<file path="config.mk">
export PLATFORM = sky130hd
export DESIGN_NAME = octal_dac_command_powerdown
export DESIGN_NICKNAME = d
export VERILOG_FILES = /design/src/hdl/bit_sync.v /design/src/hdl/serial_shifter.v /design/src/hdl/octal_dac_command_powerdown.v
export VERILOG_INCLUDE_DIRS = /design/src /design/src/hdl
export SDC_FILE = /design/constraint.sdc
export NUM_CORES = 1
export LEC_CHECK = 0
export ABC_AREA = 1
export BUFFER_PORTS_ARGS = -buffer_cell sky130_fd_sc_hd__buf_4
export CAP_MARGIN = 20
export CORE_ASPECT_RATIO = 0.6
export CORE_MARGIN = 2
export CORE_UTILIZATION = 29
export CTS_BUF_LIST = sky130_fd_sc_hd__clkbuf_16
export DETAILED_ROUTE_END_ITERATION = 16
export HOLD_SLACK_MARGIN = 0.06
export PLACE_DENSITY_LB_ADDON = 0.1
export SETUP_SLACK_MARGIN = 0.3
export SLEW_MARGIN = 20
export SYNTH_ARGS = -nofsm -noshare
export SYNTH_HDL_FRONTEND = slang
export SYNTH_SLANG_ARGS = --single-unit
export TNS_END_PERCENT = 30
</file>
<file path="constraint.sdc">
create_clock -name hclk -period 2.03 [get_ports hclk]
set_clock_uncertainty 0.05 [all_clocks]
set_input_delay 0.3045 -clock hclk [delete_from_list [all_inputs] [get_ports hclk]]
set_output_delay 0.3045 -clock hclk [all_outputs]
set_load 0.005 [all_outputs]
</file>
<file path="src/hdl/dac_cmd_defines.vh">
// constants for the octal converter command decoder
`ifndef DAC_CMD_DEFINES_VH
`define DAC_CMD_DEFINES_VH
`define CMD_WIDTH        16
`define CODE_WIDTH       12
`define NUM_CHAN         8
`define OP_REG_ONLY      4'h8
`define OP_WRITE_THRU    4'h9
`define OP_UPDATE_SEL    4'ha
`define OP_CHAN_A_WRITE  4'hb
`define OP_BROADCAST     4'hc
`define OP_PD_HIZ        4'hd
`define OP_PD_100K       4'he
`define OP_PD_2K5        4'hf
`define TERM_NONE        2'h0
`define TERM_HIZ         2'h1
`define TERM_100K        2'h2
`define TERM_2K5         2'h3
`define CLK_PERIOD_NS    50
`define WAKE_3V_NS       3000
`define WAKE_5V_NS       20000
`define WAKE_3V_CYC      ((`WAKE_3V_NS + `CLK_PERIOD_NS - 1) / `CLK_PERIOD_NS)
`define WAKE_5V_CYC      ((`WAKE_5V_NS + `CLK_PERIOD_NS - 1) / `CLK_PERIOD_NS)
`define ADDR_MODE        8'h00
`define ADDR_PD          8'h04
`define ADDR_WAKE        8'h08
`define ADDR_CMD         8'h0c
`define ADDR_DATA0       8'h20
`define ADDR_OUT0        8'h40
`define ADDR_CFG         8'h60
`define HTRANS_NONSEQ    2'h2
`endif

</file>
<file path="src/hdl/bit_sync.v">
// two-flop synchroniser for pin inputs
module bit_sync (
    input  wire hclk,
    input  wire hresetn,
    input  wire d,
    output wire q
);
    reg meta_reg;
    reg sync_reg;
    always @(posedge hclk or negedge hresetn) begin
        if (!hresetn) begin
            meta_reg <= 1'b0;
            sync_reg <= 1'b0;
        end else begin
            meta_reg <= d;
            sync_reg <= meta_reg;
        end
    end
    assign q = sync_reg;
endmodule // bit_sync

</file>
<file path="src/hdl/serial_shifter.v">
// sixteen-bit serial command receiver sampled on the system clock
`include "dac_cmd_defines.vh"
module serial_shifter (
    input  wire                    hclk,
    input  wire                    hresetn,
    input  wire                    sclk_s,
    input  wire                    frame_select_n_s,
    input  wire                    sdi_s,
    output reg  [`CMD_WIDTH-1:0]   word_reg,
    output reg                     word_valid_reg
);
    reg  [`CMD_WIDTH-1:0] shift_reg;
    reg  [4:0]            count_reg;
    reg                   sclk_d_reg;
    wire                  fall;
    // data is taken on the falling edge of the link clock
    assign fall = sclk_d_reg & ~sclk_s;
    always @(posedge hclk or negedge hresetn) begin
        if (!hresetn) begin
            shift_reg      <= 16'h0000;
            count_reg      <= 5'h00;
            sclk_d_reg     <= 1'b0;
            word_reg       <= 16'h0000;
            word_valid_reg <= 1'b0;
        end else begin
            sclk_d_reg     <= sclk_s;
            word_valid_reg <= 1'b0;
            if (frame_select_n_s) begin
                count_reg <= 5'h00;
            end else if (fall && count_reg < 5'd16) begin
                shift_reg <= {shift_reg[14:0], sdi_s};
                count_reg <= count_reg + 5'd1;
                if (count_reg == 5'd15) begin
                    word_reg       <= {shift_reg[14:0], sdi_s};
                    word_valid_reg <= 1'b1;
                end
            end
        end
    end
endmodule // serial_shifter

</file>
<file path="src/hdl/octal_dac_command_powerdown.v">
// command decoder, channel registers and power-down control of the octal converter
//
// Our own choices: the AHB-Lite register port and the register addresses.
`include "dac_cmd_defines.vh"
module octal_dac_command_powerdown (
    input  wire         hclk,
    input  wire         hresetn,
    input  wire         hsel,
    input  wire [31:0]  haddr,
    input  wire [1:0]   htrans,
    input  wire         hwrite,
    input  wire [2:0]   hsize,
    input  wire [31:0]  hwdata,
    input  wire         hready,
    output reg  [31:0]  hrdata,
    output wire         hreadyout,
    output wire         hresp,
    input  wire         sclk,
    input  wire         frame_select_n,
    input  wire         serial_data_in,
    output wire [95:0]  dac_out_codes,
    output wire [7:0]   amp_enable,
    output wire [15:0]  out_termination,
    output wire         bias_enable,
    output wire [7:0]   wake_busy
);
    wire                  sclk_s;
    wire                  fs_s;
    wire                  sdi_s;
    wire [15:0]           word;
    wire                  word_valid;
    wire [3:0]            op;
    wire [2:0]            ch;
    wire [11:0]           code;
    localparam [1:0]      MODE_REG_ONLY   = 2'b01;
    localparam [1:0]      MODE_WRITE_THRU = 2'b10;
    reg  [1:0]            mode_reg;
    reg  [1:0]            mode_next;
    wire                  write_through;
    reg                   supply_5v_reg;
    reg  [11:0]           data_reg [0:7];
    reg  [11:0]           out_reg  [0:7];
    reg  [1:0]            term_reg [0:7];
    reg  [10:0]           wake_cnt_reg [0:7];
    reg  [15:0]           last_cmd_reg;
    reg                   ph_valid_reg;
    reg                   ph_write_reg;
    reg  [7:0]            ph_addr_reg;
    wire [10:0]           wake_load;
    wire                  addr_phase;
    wire [7:0]            pd_bits;
    wire [7:0]            pd_mask;
    wire [7:0]            chan_sel;
    wire [1:0]            pd_term;
    wire                  is_chan_wr;
    wire                  is_reg_only;
    wire                  is_write_thr;
    wire                  is_upd_sel;
    wire                  is_chan_a;
    wire                  is_bcast;
    wire                  is_pd;
    wire [31:0]           wake_5v_full;
    wire [31:0]           wake_3v_full;
    wire                  rd_data_win;
    wire                  rd_out_win;
    wire                  rd_term_win;
    wire [2:0]            rd_index;

    bit_sync u_sync_sclk (.hclk(hclk), .hresetn(hresetn), .d(sclk),           .q(sclk_s));
    bit_sync u_sync_fs   (.hclk(hclk), .hresetn(hresetn), .d(frame_select_n), .q(fs_s));
    bit_sync u_sync_sdi  (.hclk(hclk), .hresetn(hresetn), .d(serial_data_in), .q(sdi_s));

    serial_shifter u_shift (
        .hclk             (hclk),
        .hresetn          (hresetn),
        .sclk_s           (sclk_s),
        .frame_select_n_s (fs_s),
        .sdi_s            (sdi_s),
        .word_reg         (word),
        .word_valid_reg   (word_valid)
    );

    // command fields
    assign op       = word[15:12];
    assign ch       = word[14:12];
    assign code     = word[11:0];
    assign pd_mask  = word[7:0];
    assign pd_term  = op[1:0];
    assign chan_sel = 8'h01 << ch;

    // one strobe per command kind, each lasting the single cycle of word_valid
    assign is_chan_wr   = word_valid && !word[15];
    assign is_reg_only  = word_valid && (op == `OP_REG_ONLY);
    assign is_write_thr = word_valid && (op == `OP_WRITE_THRU);
    assign is_upd_sel   = word_valid && (op == `OP_UPDATE_SEL);
    assign is_chan_a    = word_valid && (op == `OP_CHAN_A_WRITE);
    assign is_bcast     = word_valid && (op == `OP_BROADCAST);
    assign is_pd        = word_valid && ((op == `OP_PD_HIZ) || (op == `OP_PD_100K) || (op == `OP_PD_2K5));

    // wake counts are integer expressions, cut to the counter width on purpose
    assign wake_5v_full = `WAKE_5V_CYC;
    assign wake_3v_full = `WAKE_3V_CYC;
    assign wake_load    = supply_5v_reg ? wake_5v_full[10:0] : wake_3v_full[10:0];

    // address phase taken on a selected, ready NONSEQ cycle
    assign addr_phase = hsel & hready & (htrans == `HTRANS_NONSEQ);

    // operating mode, one-hot
    always @* begin
        mode_next = mode_reg;
        case (mode_reg)
            MODE_REG_ONLY: begin
                if (is_write_thr) begin
                    mode_next = MODE_WRITE_THRU;
                end
            end
            MODE_WRITE_THRU: begin
                if (is_reg_only) begin
                    mode_next = MODE_REG_ONLY;
                end
            end
            default: begin
                mode_next = MODE_REG_ONLY;
            end
        endcase
    end

    always @(posedge hclk or negedge hresetn) begin
        if (!hresetn) begin
            mode_reg <= MODE_REG_ONLY;
        end else begin
            mode_reg <= mode_next;
        end
    end

    assign write_through = mode_reg[1];

    // last command word, kept for read-back
    always @(posedge hclk or negedge hresetn) begin
        if (!hresetn) begin
            last_cmd_reg <= 16'h0000;
        end else if (word_valid) begin
            last_cmd_reg <= word;
        end
    end

    // per-channel registers and power state
    genvar i;
    generate
        for (i = 0; i < 8; i = i + 1) begin : g_chan
            wire chan_hit;
            wire pd_hit;
            wire wr_any;
            wire upd_any;
            wire waking;

            assign chan_hit = is_chan_wr && chan_sel[i];
            assign pd_hit   = is_pd && pd_mask[i];
            assign wr_any   = chan_hit || is_bcast || (is_chan_a && (i == 0));
            // outputs follow a channel write only in write-through mode
            assign upd_any  = (chan_hit && write_through) || is_bcast || is_chan_a ||
                              (is_upd_sel && pd_mask[i]);
            // a down channel wakes whenever its output is refreshed
            assign waking   = (term_reg[i] != `TERM_NONE) && upd_any;

            // power-down commands never reach the data register
            always @(posedge hclk or negedge hresetn) begin
                if (!hresetn) begin
                    data_reg[i] <= 12'h000;
                end else if (wr_any) begin
                    data_reg[i] <= code;
                end
            end

            always @(posedge hclk or negedge hresetn) begin
                if (!hresetn) begin
                    out_reg[i] <= 12'h000;
                end else if (upd_any && wr_any) begin
                    out_reg[i] <= code;
                end else if (upd_any) begin
                    out_reg[i] <= data_reg[i];
                end
            end

            always @(posedge hclk or negedge hresetn) begin
                if (!hresetn) begin
                    term_reg[i] <= `TERM_NONE;
                end else if (pd_hit) begin
                    term_reg[i] <= pd_term;
                end else if (waking) begin
                    term_reg[i] <= `TERM_NONE;
                end
            end

            // wake interval restarts on each recovery, cleared by a new power-down
            always @(posedge hclk or negedge hresetn) begin
                if (!hresetn) begin
                    wake_cnt_reg[i] <= 11'h000;
                end else if (pd_hit) begin
                    wake_cnt_reg[i] <= 11'h000;
                end else if (waking) begin
                    wake_cnt_reg[i] <= wake_load;
                end else if (wake_cnt_reg[i] != 11'h000) begin
                    wake_cnt_reg[i] <= wake_cnt_reg[i] - 11'd1;
                end
            end

            assign pd_bits[i]                  = (term_reg[i] != `TERM_NONE);
            assign amp_enable[i]               = ~pd_bits[i];
            assign out_termination[2*i+1:2*i]  = term_reg[i];
            assign dac_out_codes[12*i+11:12*i] = out_reg[i];
            assign wake_busy[i]                = (wake_cnt_reg[i] != 11'h000);
        end
    endgenerate

    // shared bias stays up while any channel is active
    assign bias_enable = ~&pd_bits;

    // ahb-lite slave, zero wait states
    assign hreadyout = 1'b1;
    assign hresp     = 1'b0;

    // address phase held over for the data phase of a write
    always @(posedge hclk or negedge hresetn) begin
        if (!hresetn) begin
            ph_valid_reg <= 1'b0;
            ph_write_reg <= 1'b0;
            ph_addr_reg  <= 8'h00;
        end else begin
            ph_valid_reg <= addr_phase;
            ph_write_reg <= hwrite;
            ph_addr_reg  <= haddr[7:0];
        end
    end

    // supply select, written in the data phase of a cfg write
    always @(posedge hclk or negedge hresetn) begin
        if (!hresetn) begin
            supply_5v_reg <= 1'b0;
        end else if (ph_valid_reg && ph_write_reg && (ph_addr_reg == `ADDR_CFG)) begin
            supply_5v_reg <= hwdata[0];
        end
    end

    // data registers from 0x20, codes from 0x40, codes with termination from 0x50
    assign rd_index    = haddr[4:2];
    assign rd_data_win = (haddr[7:5] == 3'h1);
    assign rd_out_win  = (haddr[7:5] == 3'h2) && !haddr[4];
    assign rd_term_win = (haddr[7:5] == 3'h2) && haddr[4];

    // read data loaded at the address phase, stands through the data phase

    always @(posedge hclk or negedge hresetn) begin
        if (!hresetn) begin
            hrdata <= 32'h00000000;
        end else if (addr_phase && !hwrite) begin
            case (haddr[7:0])
                `ADDR_MODE: hrdata <= {31'h0, write_through};
                `ADDR_PD:   hrdata <= {23'h0, bias_enable, pd_bits};
                `ADDR_WAKE: hrdata <= {24'h0, wake_busy};
                `ADDR_CMD:  hrdata <= {16'h0, last_cmd_reg};
                `ADDR_CFG:  hrdata <= {31'h0, supply_5v_reg};
                default: begin
                    if (rd_data_win) begin
                        hrdata <= {20'h0, data_reg[rd_index]};
                    end else if (rd_out_win) begin
                        hrdata <= {20'h0, out_reg[rd_index]};
                    end else if (rd_term_win) begin
                        hrdata <= {14'h0, term_reg[rd_index], 4'h0, out_reg[rd_index]};
                    end else begin
                        hrdata <= 32'h00000000;
                    end
                end
            endcase
        end
    end
endmodule // octal_dac_command_powerdown

</file>
== Word-level counts from Yosys, hierarchy flattened ==
Cells that the tools add are included.

* Add/sub/neg operators: 9
* Eq/ne operators: 21
* Reductions and logical operators: 146
* Multiplexer cells: 78
* Order comparisons: 2
* Shift-type cells: 1
* Bitwise operators: 14

{| class="wikitable"
|+ Operators by type and width
! cell !! count
|-
| 11-bit two-way mux || 24
|-
| 12-bit two-way mux || 20
|-
| 18-bit case mux with 5 select lines || 1
|-
| 11-bit nonzero test || 8
|-
| 11-bit by 1-bit subtractor with 11-bit output (second input constant) || 8
|-
| 12-bit binary-select mux with 3-bit select || 2
|-
| 1-bit logical AND || 61
|-
| 18-bit two-way mux || 3
|-
| 2-bit nonzero test || 25
|-
| 2-bit two-way mux || 20
|-
| 1-bit logical OR || 35
|-
| 4-bit equality test (second input constant) || 8
|-
| 3-bit nonzero test || 8
|-
| 8-bit by 4-bit equality test with 1-bit output (second input constant) || 2
|-
| 8-bit by 7-bit equality test with 1-bit output (second input constant) || 2
|-
| 5-bit two-way mux || 2
|-
| 1-bit NOT || 10
|-
| 9-bit two-way mux || 1
|-
| 8-bit by 3-bit equality test with 1-bit output (second input constant) || 1
|-
| 8-bit logical NOT || 1
|-
| 8-bit AND reduction || 1
|-
| 1-bit by 3-bit left shift with 8-bit output (first input constant) || 1
|-
| 2-bit binary-select mux with 3-bit select || 1
|-
| 5-bit by 1-bit adder with 5-bit output (second input constant) || 1
|-
| 15 further kinds || 25
|}

* Logic and storage cells: 321
* Input port bits: 77
* Output and inout port bits: 163
* Flip-flop bits (word level): 401

== Logic depth before layout (Yosys ltp) ==
Gate-level depths: netlist of the first run.

* Word-level depth: 10
* Depth in mapped cells: 13
* Mapped depth without buffers: 11

== Cells and area by module ==
A second synthesis of the first run with hierarchy kept.

* Cells, all modules: 2,437
* Area total of the unflattened synthesis: 19,257.2 µm²

{| class="wikitable"
|+ By module, submodules not included
! module !! area an instance (µm²) !! times used !! seq. area each (µm²) !! cells an instance
|-
| octal_dac_command_powerdown || 17,545.6 || 1 || 8,584.5 || 2,263
|-
| serial_shifter || 1,561.5 || 1 || 950.9 || 168
|-
| bit_sync || 50.0 || 3 || 50.0 || 2
|}

== Least setup slack after synthesis of the first run ==
OpenSTA, ideal clock, no wires.

* Kind: register to register
* Start: reg u_shift.word_reg[13]
* End: reg wake_cnt_reg[16] in the netlist's numbering
* Arrival time: 1.527 ns
* Buffers on the path: 1
* Stages on the path, launching flop included: 12
* Data required time: 1.867 ns
* Period minus slack after synthesis: 1.690 ns
* Setup slack: 0.340 ns
* Library setup time: 0.113 ns
* Path through: dfrtp_1 buf_2 nor2_4 nand2_1 nand2_2 nand2_8 nand3_4 nand2_2 nand2_2 o21ai_1 nand2_1 inv_1

* Cells in the longest elaborated chain, start to end: 9
* Elaborated cells on any way between the ends: 24
* Classes of those cells: eq/ne (6); shift (1); mux (2); reduce/logical (15)

{| class="wikitable"
|+ Ends and longest elaborated chain
! element !! RTL line !! text
|-
| start, declared || serial_shifter.v:9 || <nowiki>output reg [`CMD_WIDTH-1:0] word_reg,</nowiki>
|-
| start signal, assigned || serial_shifter.v:34 || <nowiki>word_reg <= {shift_reg[14:0], sdi_s};</nowiki>
|-
| 1-bit by 3-bit left shift with 8-bit output || octal_dac_command_powerdown.v:89 || <nowiki>assign chan_sel = 8'h01 << ch;</nowiki>
|-
| 1-bit logical AND || octal_dac_command_powerdown.v:157 || <nowiki>assign chan_hit = is_chan_wr && chan_sel[i];</nowiki>
|-
| 1-bit logical AND || octal_dac_command_powerdown.v:161 || <nowiki>assign upd_any = (chan_hit && write_through) || is_bcast || is_chan_a ||</nowiki>
|-
| 1-bit logical OR (3 in series) || octal_dac_command_powerdown.v:161 ||
|-
| 1-bit logical AND || octal_dac_command_powerdown.v:164 || <nowiki>assign waking = (term_reg[i] != `TERM_NONE) && upd_any;</nowiki>
|-
| 11-bit two-way mux || octal_dac_command_powerdown.v:201 || <nowiki>end else if (waking) begin</nowiki>
|-
| 11-bit two-way mux || octal_dac_command_powerdown.v:199 || <nowiki>end else if (pd_hit) begin</nowiki>
|-
| end signal, assigned by index || octal_dac_command_powerdown.v:202 || <nowiki>wake_cnt_reg[i] <= wake_load;</nowiki>
|-
| end signal, assigned by index || octal_dac_command_powerdown.v:204 || <nowiki>wake_cnt_reg[i] <= wake_cnt_reg[i] - 11'd1;</nowiki>
|-
| end, declared || octal_dac_command_powerdown.v:44 || <nowiki>reg [10:0] wake_cnt_reg [0:7];</nowiki>
|}

Several ways; a longest one is shown, not always the timed one.
A chain may end at the register's enable or synchronous reset.

== Final worst setup path of the first run ==
* Start: reg wake_cnt_reg[33] in the netlist's numbering
* End: out wake_busy[4]

* Cells in the longest elaborated chain, start to end: 1

{| class="wikitable"
|+ Ends and longest elaborated chain
! element !! RTL line !! text
|-
| 11-bit nonzero test || octal_dac_command_powerdown.v:212 || <nowiki>assign wake_busy[i] = (wake_cnt_reg[i] != 11'h000);</nowiki>
|-
| end, declared || octal_dac_command_powerdown.v:25 || <nowiki>output wire [7:0] wake_busy</nowiki>
|}

No other way between the ends.

==> metrics.cfg, run 1 <==
[run_status]
outcome=finished, violations left
violations=negative setup slack

[synthesis]
seq_area_frac_synth_pct=50.7
avgSynthCellArea_um2=7.85
ys_warn_count=0
syn_inst=2436
synth_edf_count=0
synth_ff_type=dfrtp_1
synth_area_um2=19100
ys_types=46
ys_ff_latch=387
ys_async_sr_fraction_pct=100

[floorplanning]
dieArea_um2=68100
die_w_um=335
core_area_um2=64800
die_h_um=203
rows=72
pin_count=240
start_util_pct=29.5

[cts]
clk_pin_slew_worst_paths_ns=0.06
htreeDepth=2
clock_latency_ns=0.60
cts.sinks=387
cts_max_path_buffers=3
cts_tree=done
cts_buffers=43
cts-root-buf=clkbuf_16

[layout]
area_growth_pct=51.7
post-route-util_pct=44.8
multi_input_area_um2=10500
layout_common_cells=413 x nand2_1, 382 x dfrtp_1, 339 x buf_4
final-seq-area_um2=9690
mostFrequentLayoutCell=nand2_1
stdcell_area_um2=29000
fin_nets=3001
layout-drive-gt1-share_pct=39.6
n_fill_cell=6308

[power_and_ir_drop]
powerDensity_nw_per_um2=565
total_leakage_power_nw=14.9
ir_drop_uv=528

[worst_setup_path]
crit_type=register to primary output
rr_startpoint=u_shift.word_reg[13]
startpoint=wake_cnt_reg[33]
path_max_fanout=2
crit_required_ns=1.68
cp_data_arrival_time_ns=1.73
crit_path_end_kind=primary output
start_kind=register

[timing]
finalWorstSetupSlack_ns=-0.0497
fmax_ghz=0.481
timing.final.crit_period_ns=2.08
worst_slew_pin_slew_ns=0.729
slew_headroom_pct=51.4
hold_violations=0
fin_crit_sh_pct=102
drv_slew=0
setup_violations=4
rsz0062_at_grt=true

[placed_design]
dp_hpwl_mm=56.3
gp_congestion=0.909
placed_cell_area_um2=22700
numPortBuffers=165

[route]
ant_nets=0
routed_wl_mm=80.2
drt_iter0_markers=1494
drt-pass1-iter-count=5
drc=0
num_vias=18500
vias_per_cell=4.88
wl_per_cell_um=21.1

[grt]
antenna_found_initial=2
grt_max_degree=72
grt_pass1_vias=17700
grt-ovfl-total=0
globalRouteTotalUtil_pct=22.8
grt_pass1_wl_mm=115

[min_path]
hold_path_class=primary input to asynchronous set/reset pin

[run]
maxCapViolations=0

[final timing paths]
| check | endpoint | slack [ns] | cells past startpoint |
|---|---|---|---|
| worst min register to register | u_sync_sclk.q | 0.30 | 0 |
| min in group hclk | hrdata[17] | 0.18 | 5 |
| worst max-delay path | wake_busy[4] | -0.05 | 7 |
| worst max register to register | wake_cnt_reg[80] | 0.05 | 11 |
| max in group asynchronous | wake_cnt_reg[50] | 0.94 | 3 |
| worst min-delay path | dac_out_codes[44] | 0.15 | 2 |
[layout make-up]
cell class | instances | share of cell area, %
multi-input combinational | 1629 | 36.3
sequential | 387 | 33.4
timing repair buffer | 509 | 17.4
inverter | 337 | 4.57
clock buffer | 44 | 3.80
tap | 851 | 3.67
clock inverter | 35 | 0.850
antenna | 1 | 0.00863
[power breakdown]
group | switching [mW] | total (mW) | internal, mW
combinational | 0.478 | 0.695 | 0.217
sequential | 0.0414 | 7.83 | 7.79
clock | 3.53 | 7.85 | 4.32
total | 4.05 | 16.4 | 12.3
[repair_timing]
item                                   4_1_cts  5_1_grt
resized for setup                          513      545
cloned                                       8        6
endpoints found under the hold margin      400        0
buffers inserted                            91       33
pin swaps                                  139      218
setup endpoints to repair                  230      257
hold buffers                                15        0
[critical path, stage by stage, from the launching register on]
cell	delay (ns)
dfrtp_1	0.42
inv_2	0.10
ha_4	0.15
nand2_4	0.06
nor2_4	0.10
nand2_2	0.07
buf_6	0.13
buf_6	0.11
[metrics by stage]
stage | setup TNS (ns) | std cells | power (mW) | setup WS, ns | hold WS, ns
after floorplan | 0 | 2450 | 8.20 | 0.340 | -0.0411
after global placement | -0.0714 | 3560 | 8.65 | -0.0312 | 0.160
after detailed placement | -0.0804 | 3560 | 8.65 | -0.0394 | 0.160
after CTS | -0.403 | 3753 | 16.6 | -0.122 | 0.130
after global routing | -0.702 | 3792 | 17.0 | -0.135 | 0.141
final | -0.112 | 3793 | 16.4 | -0.0497 | 0.148
[cell usage after synthesis, types with 20 or more instances]
library cell,instances,area (µm²)
nand2_1,572,2150
dfrtp_1,386,9660
nor2_1,332,1250
inv_1,322,1210
o21ai_0,231,1160
nand3_1,150,751
a21oi_1,76,380
xor2_1,46,403
clkbuf_1,38,143
buf_2,30,150
buf_4,26,195
nand4_1,25,156
nor3_1,23,115
o22ai_1,20,125
[routing by layer]
layer | GRT usage [%] | vias up | share of wire (%)
li1 | - | 8622 | -
met5 | 0 | - | 0
met2 | 31.1 | 595 | 40
met4 | 4.82 | 0 | 2.0
met3 | 4.22 | 94 | 7.7
met1 | 36.4 | 9209 | 50
[cell families (layout without fill, tap and decap cells)]
| group | count (synthesis) | in the layout | share of synthesized area [%] |
|---|---|---|---|
| AO/OA/AOI/OAI | 366 | 366 | 10.0 |
| buffers and inverters | 434 | 925 | 9.31 |
| other | 2 | 17 | 0.0393 |
| flip-flops | 387 | 387 | 50.7 |
| XOR/XNOR | 63 | 63 | 2.89 |
| AND/OR/NAND/NOR | 1167 | 1167 | 26.0 |
| adder cells (fa/ha/maj) | 17 | 17 | 1.11 |
(Power assumes the default switching activity.)
==> run 2, diff against run 1 <==
clock period = 2.4 ns   (was 2.03 ns; I/O delays follow)
==> run 2 against run 1 <==
- the run now ends clean
- cell area is 17% lower
- via count is 7.9% lower
- worst hold slack better by 0.062 ns
- sequential cell count stayed put
- combinational power is 22% lower
- critical endpoint unchanged
- largest power group is now sequential cells
==> metrics.cfg, run 2 (synthesis gave the netlist of run 1 again) <==
[power_and_ir_drop]
p_total_mw=13.5  ; -17%
powerDensity_nw_per_um2=562  ; -0.53%
ir_drop_uv=441  ; -17%
total_leakage_power_nw=11.9  ; -20%

[timing]
drv_slew=0  ; unchanged
fin_crit_sh_pct=89.1
tns_ns=0  ; +0.112 ns
finalWorstSetupSlack_ns=0.261  ; +0.310 ns
slew_headroom_pct=55.5  ; +4.2 points
setup_violations=0  ; -4
rsz0062_at_grt=true
timing.final.crit_period_ns=2.14
worst_slew_pin_slew_ns=0.667  ; -0.0618 ns
fmax_ghz=0.467
hold_violations=0  ; unchanged

[cts]
cts.sinks=387  ; unchanged
cts_tree=done
cts_max_path_buffers=3  ; unchanged
cts-root-buf=clkbuf_16
clk_pin_slew_worst_paths_ns=0.06  ; about the same
cts_buffers=43  ; unchanged
clock_latency_ns=0.58  ; -0.02 ns
htreeDepth=2  ; unchanged

[layout]
layout-drive-gt1-share_pct=18.5  ; -21 points
mostFrequentLayoutCell=nand2_1
layout_common_cells=559 x nand2_1, 381 x dfrtp_1, 314 x nor2_1
area_growth_pct=26.0
fin_nets=2825  ; -5.9%

[worst_setup_path]
crit_path_end_kind=primary output
path_max_fanout=4  ; +2
crit_type=register to primary output
crit_required_ns=1.99  ; +0.31 ns
startpoint=wake_cnt_reg[33]
cp_data_arrival_time_ns=1.73  ; about the same
start_kind=register
rr_startpoint=wake_cnt_reg[78]

[route]
num_vias=17100  ; -7.9%
drt_iter0_markers=1447  ; -3.1%
ant_nets=0  ; unchanged
wl_per_cell_um=20.2  ; -4.3%
drt-pass1-iter-count=5  ; unchanged
drc=0  ; unchanged
routed_wl_mm=73.1  ; -8.9%
vias_per_cell=4.73  ; -3.2%

[placed_design]
numPortBuffers=165  ; unchanged
dp_hpwl_mm=54.6  ; -3.0%
gp_congestion=0.894  ; -1.7%
post-place-ws_ns=0.203  ; +0.243 ns

[floorplanning]
die_h_um=203  ; unchanged
pin_count=240  ; unchanged
start_util_pct=29.5  ; unchanged
dieArea_um2=68100  ; unchanged
core_area_um2=64800  ; unchanged
die_w_um=335  ; unchanged
rows=72  ; unchanged

[grt]
grt-ovfl-total=0  ; unchanged
globalRouteTotalUtil_pct=21.5  ; -1.2 points
grt_pass1_wl_mm=109  ; -5.4%
grt_max_degree=73  ; +1.4%
antenna_found_initial=1  ; -1
grt_pass1_vias=16800  ; -4.7%

[min_path]
hold_path_class=primary input to asynchronous set/reset pin

[run_status]
outcome=complete, no violations

[run]
maxCapViolations=0  ; unchanged

run 2: changes by cell type in the layout (fill, tap and decap cells not counted), sizes merged:
cell	change
clkinv	-12
bufinv	-2
buf	-173
inv	+3
dlygate4sd3	+1
clkinvlp	+3
clkbuf	-3
run 2: path summary, 6_finish.rpt:
path / endpoint / slack [ns] / cells after the start
worst max-delay path: wake_busy[4] / 0.26 / 6
worst min-delay path: dac_out_codes[42] / 0.21 / 2
worst max register to register: hrdata[0] / 0.39 / 10
worst min register to register: u_sync_fs.q / 0.30 / 0
max in group asynchronous: wake_cnt_reg[60] / 1.29 / 3
min in group hclk: u_sync_fs.q / 0.30 / 0
run 2: routing by layer:
layer | part of all wire (%) | vias up | global-route usage (%)
met5 | 0 | - | 0
met4 | 1.9 | 0 | 4.77
met3 | 7.6 | 84 | 5.24
met2 | 40 | 499 | 29.9
met1 | 50 | 8253 | 33.2
li1 | - | 8225 | -
run 2: area by class of cell:
type                    instances  area [µm²]
multi-input cells            1629        8030
clock buffers                  45        1130
diodes                          1        2.50
clock inverters                27         168
repair buffers                333        2740
flip-flops and latches        387        9690
well taps                     851        1060
fillers                      6797       40700
inverters                     337        1280
run 2: per-stage QoR:
stage	util, %	cell area, µm²	cells	hold WS, ns
after floorplan	-	19200	2450	0.0144
after global placement	33.8	21900	3469	0.219
after detailed placement	33.8	21900	3469	0.220
after CTS	36.9	23900	3602	0.200
after global routing	37.2	24100	3609	0.216
final	37.2	24100	3610	0.209
run 2: where the power goes:
part	internal, mW	total (mW)	switching (mW)	leakage, nW
clock network	3.57	6.37	2.80	0.668
logic	0.161	0.542	0.381	5.93
registers	6.59	6.63	0.0359	5.34
run 2: critical path, cell delays in order (launching register included):
cell and delay, ns:
dfrtp_1 0.40, inv_2 0.09, ha_2 0.23, nand2_4 0.09, nor2_4 0.16, nand2_4 0.06, buf_4 0.14
run 2: repair_timing:
item                                    4_1_cts  5_1_grt
gates resized for setup                      69       42
endpoints found under the setup margin       32      199
setup buffers                                45        7
hold buffers                                 16        0
endpoints found under the hold margin       400        0
pin swaps                                    19        8
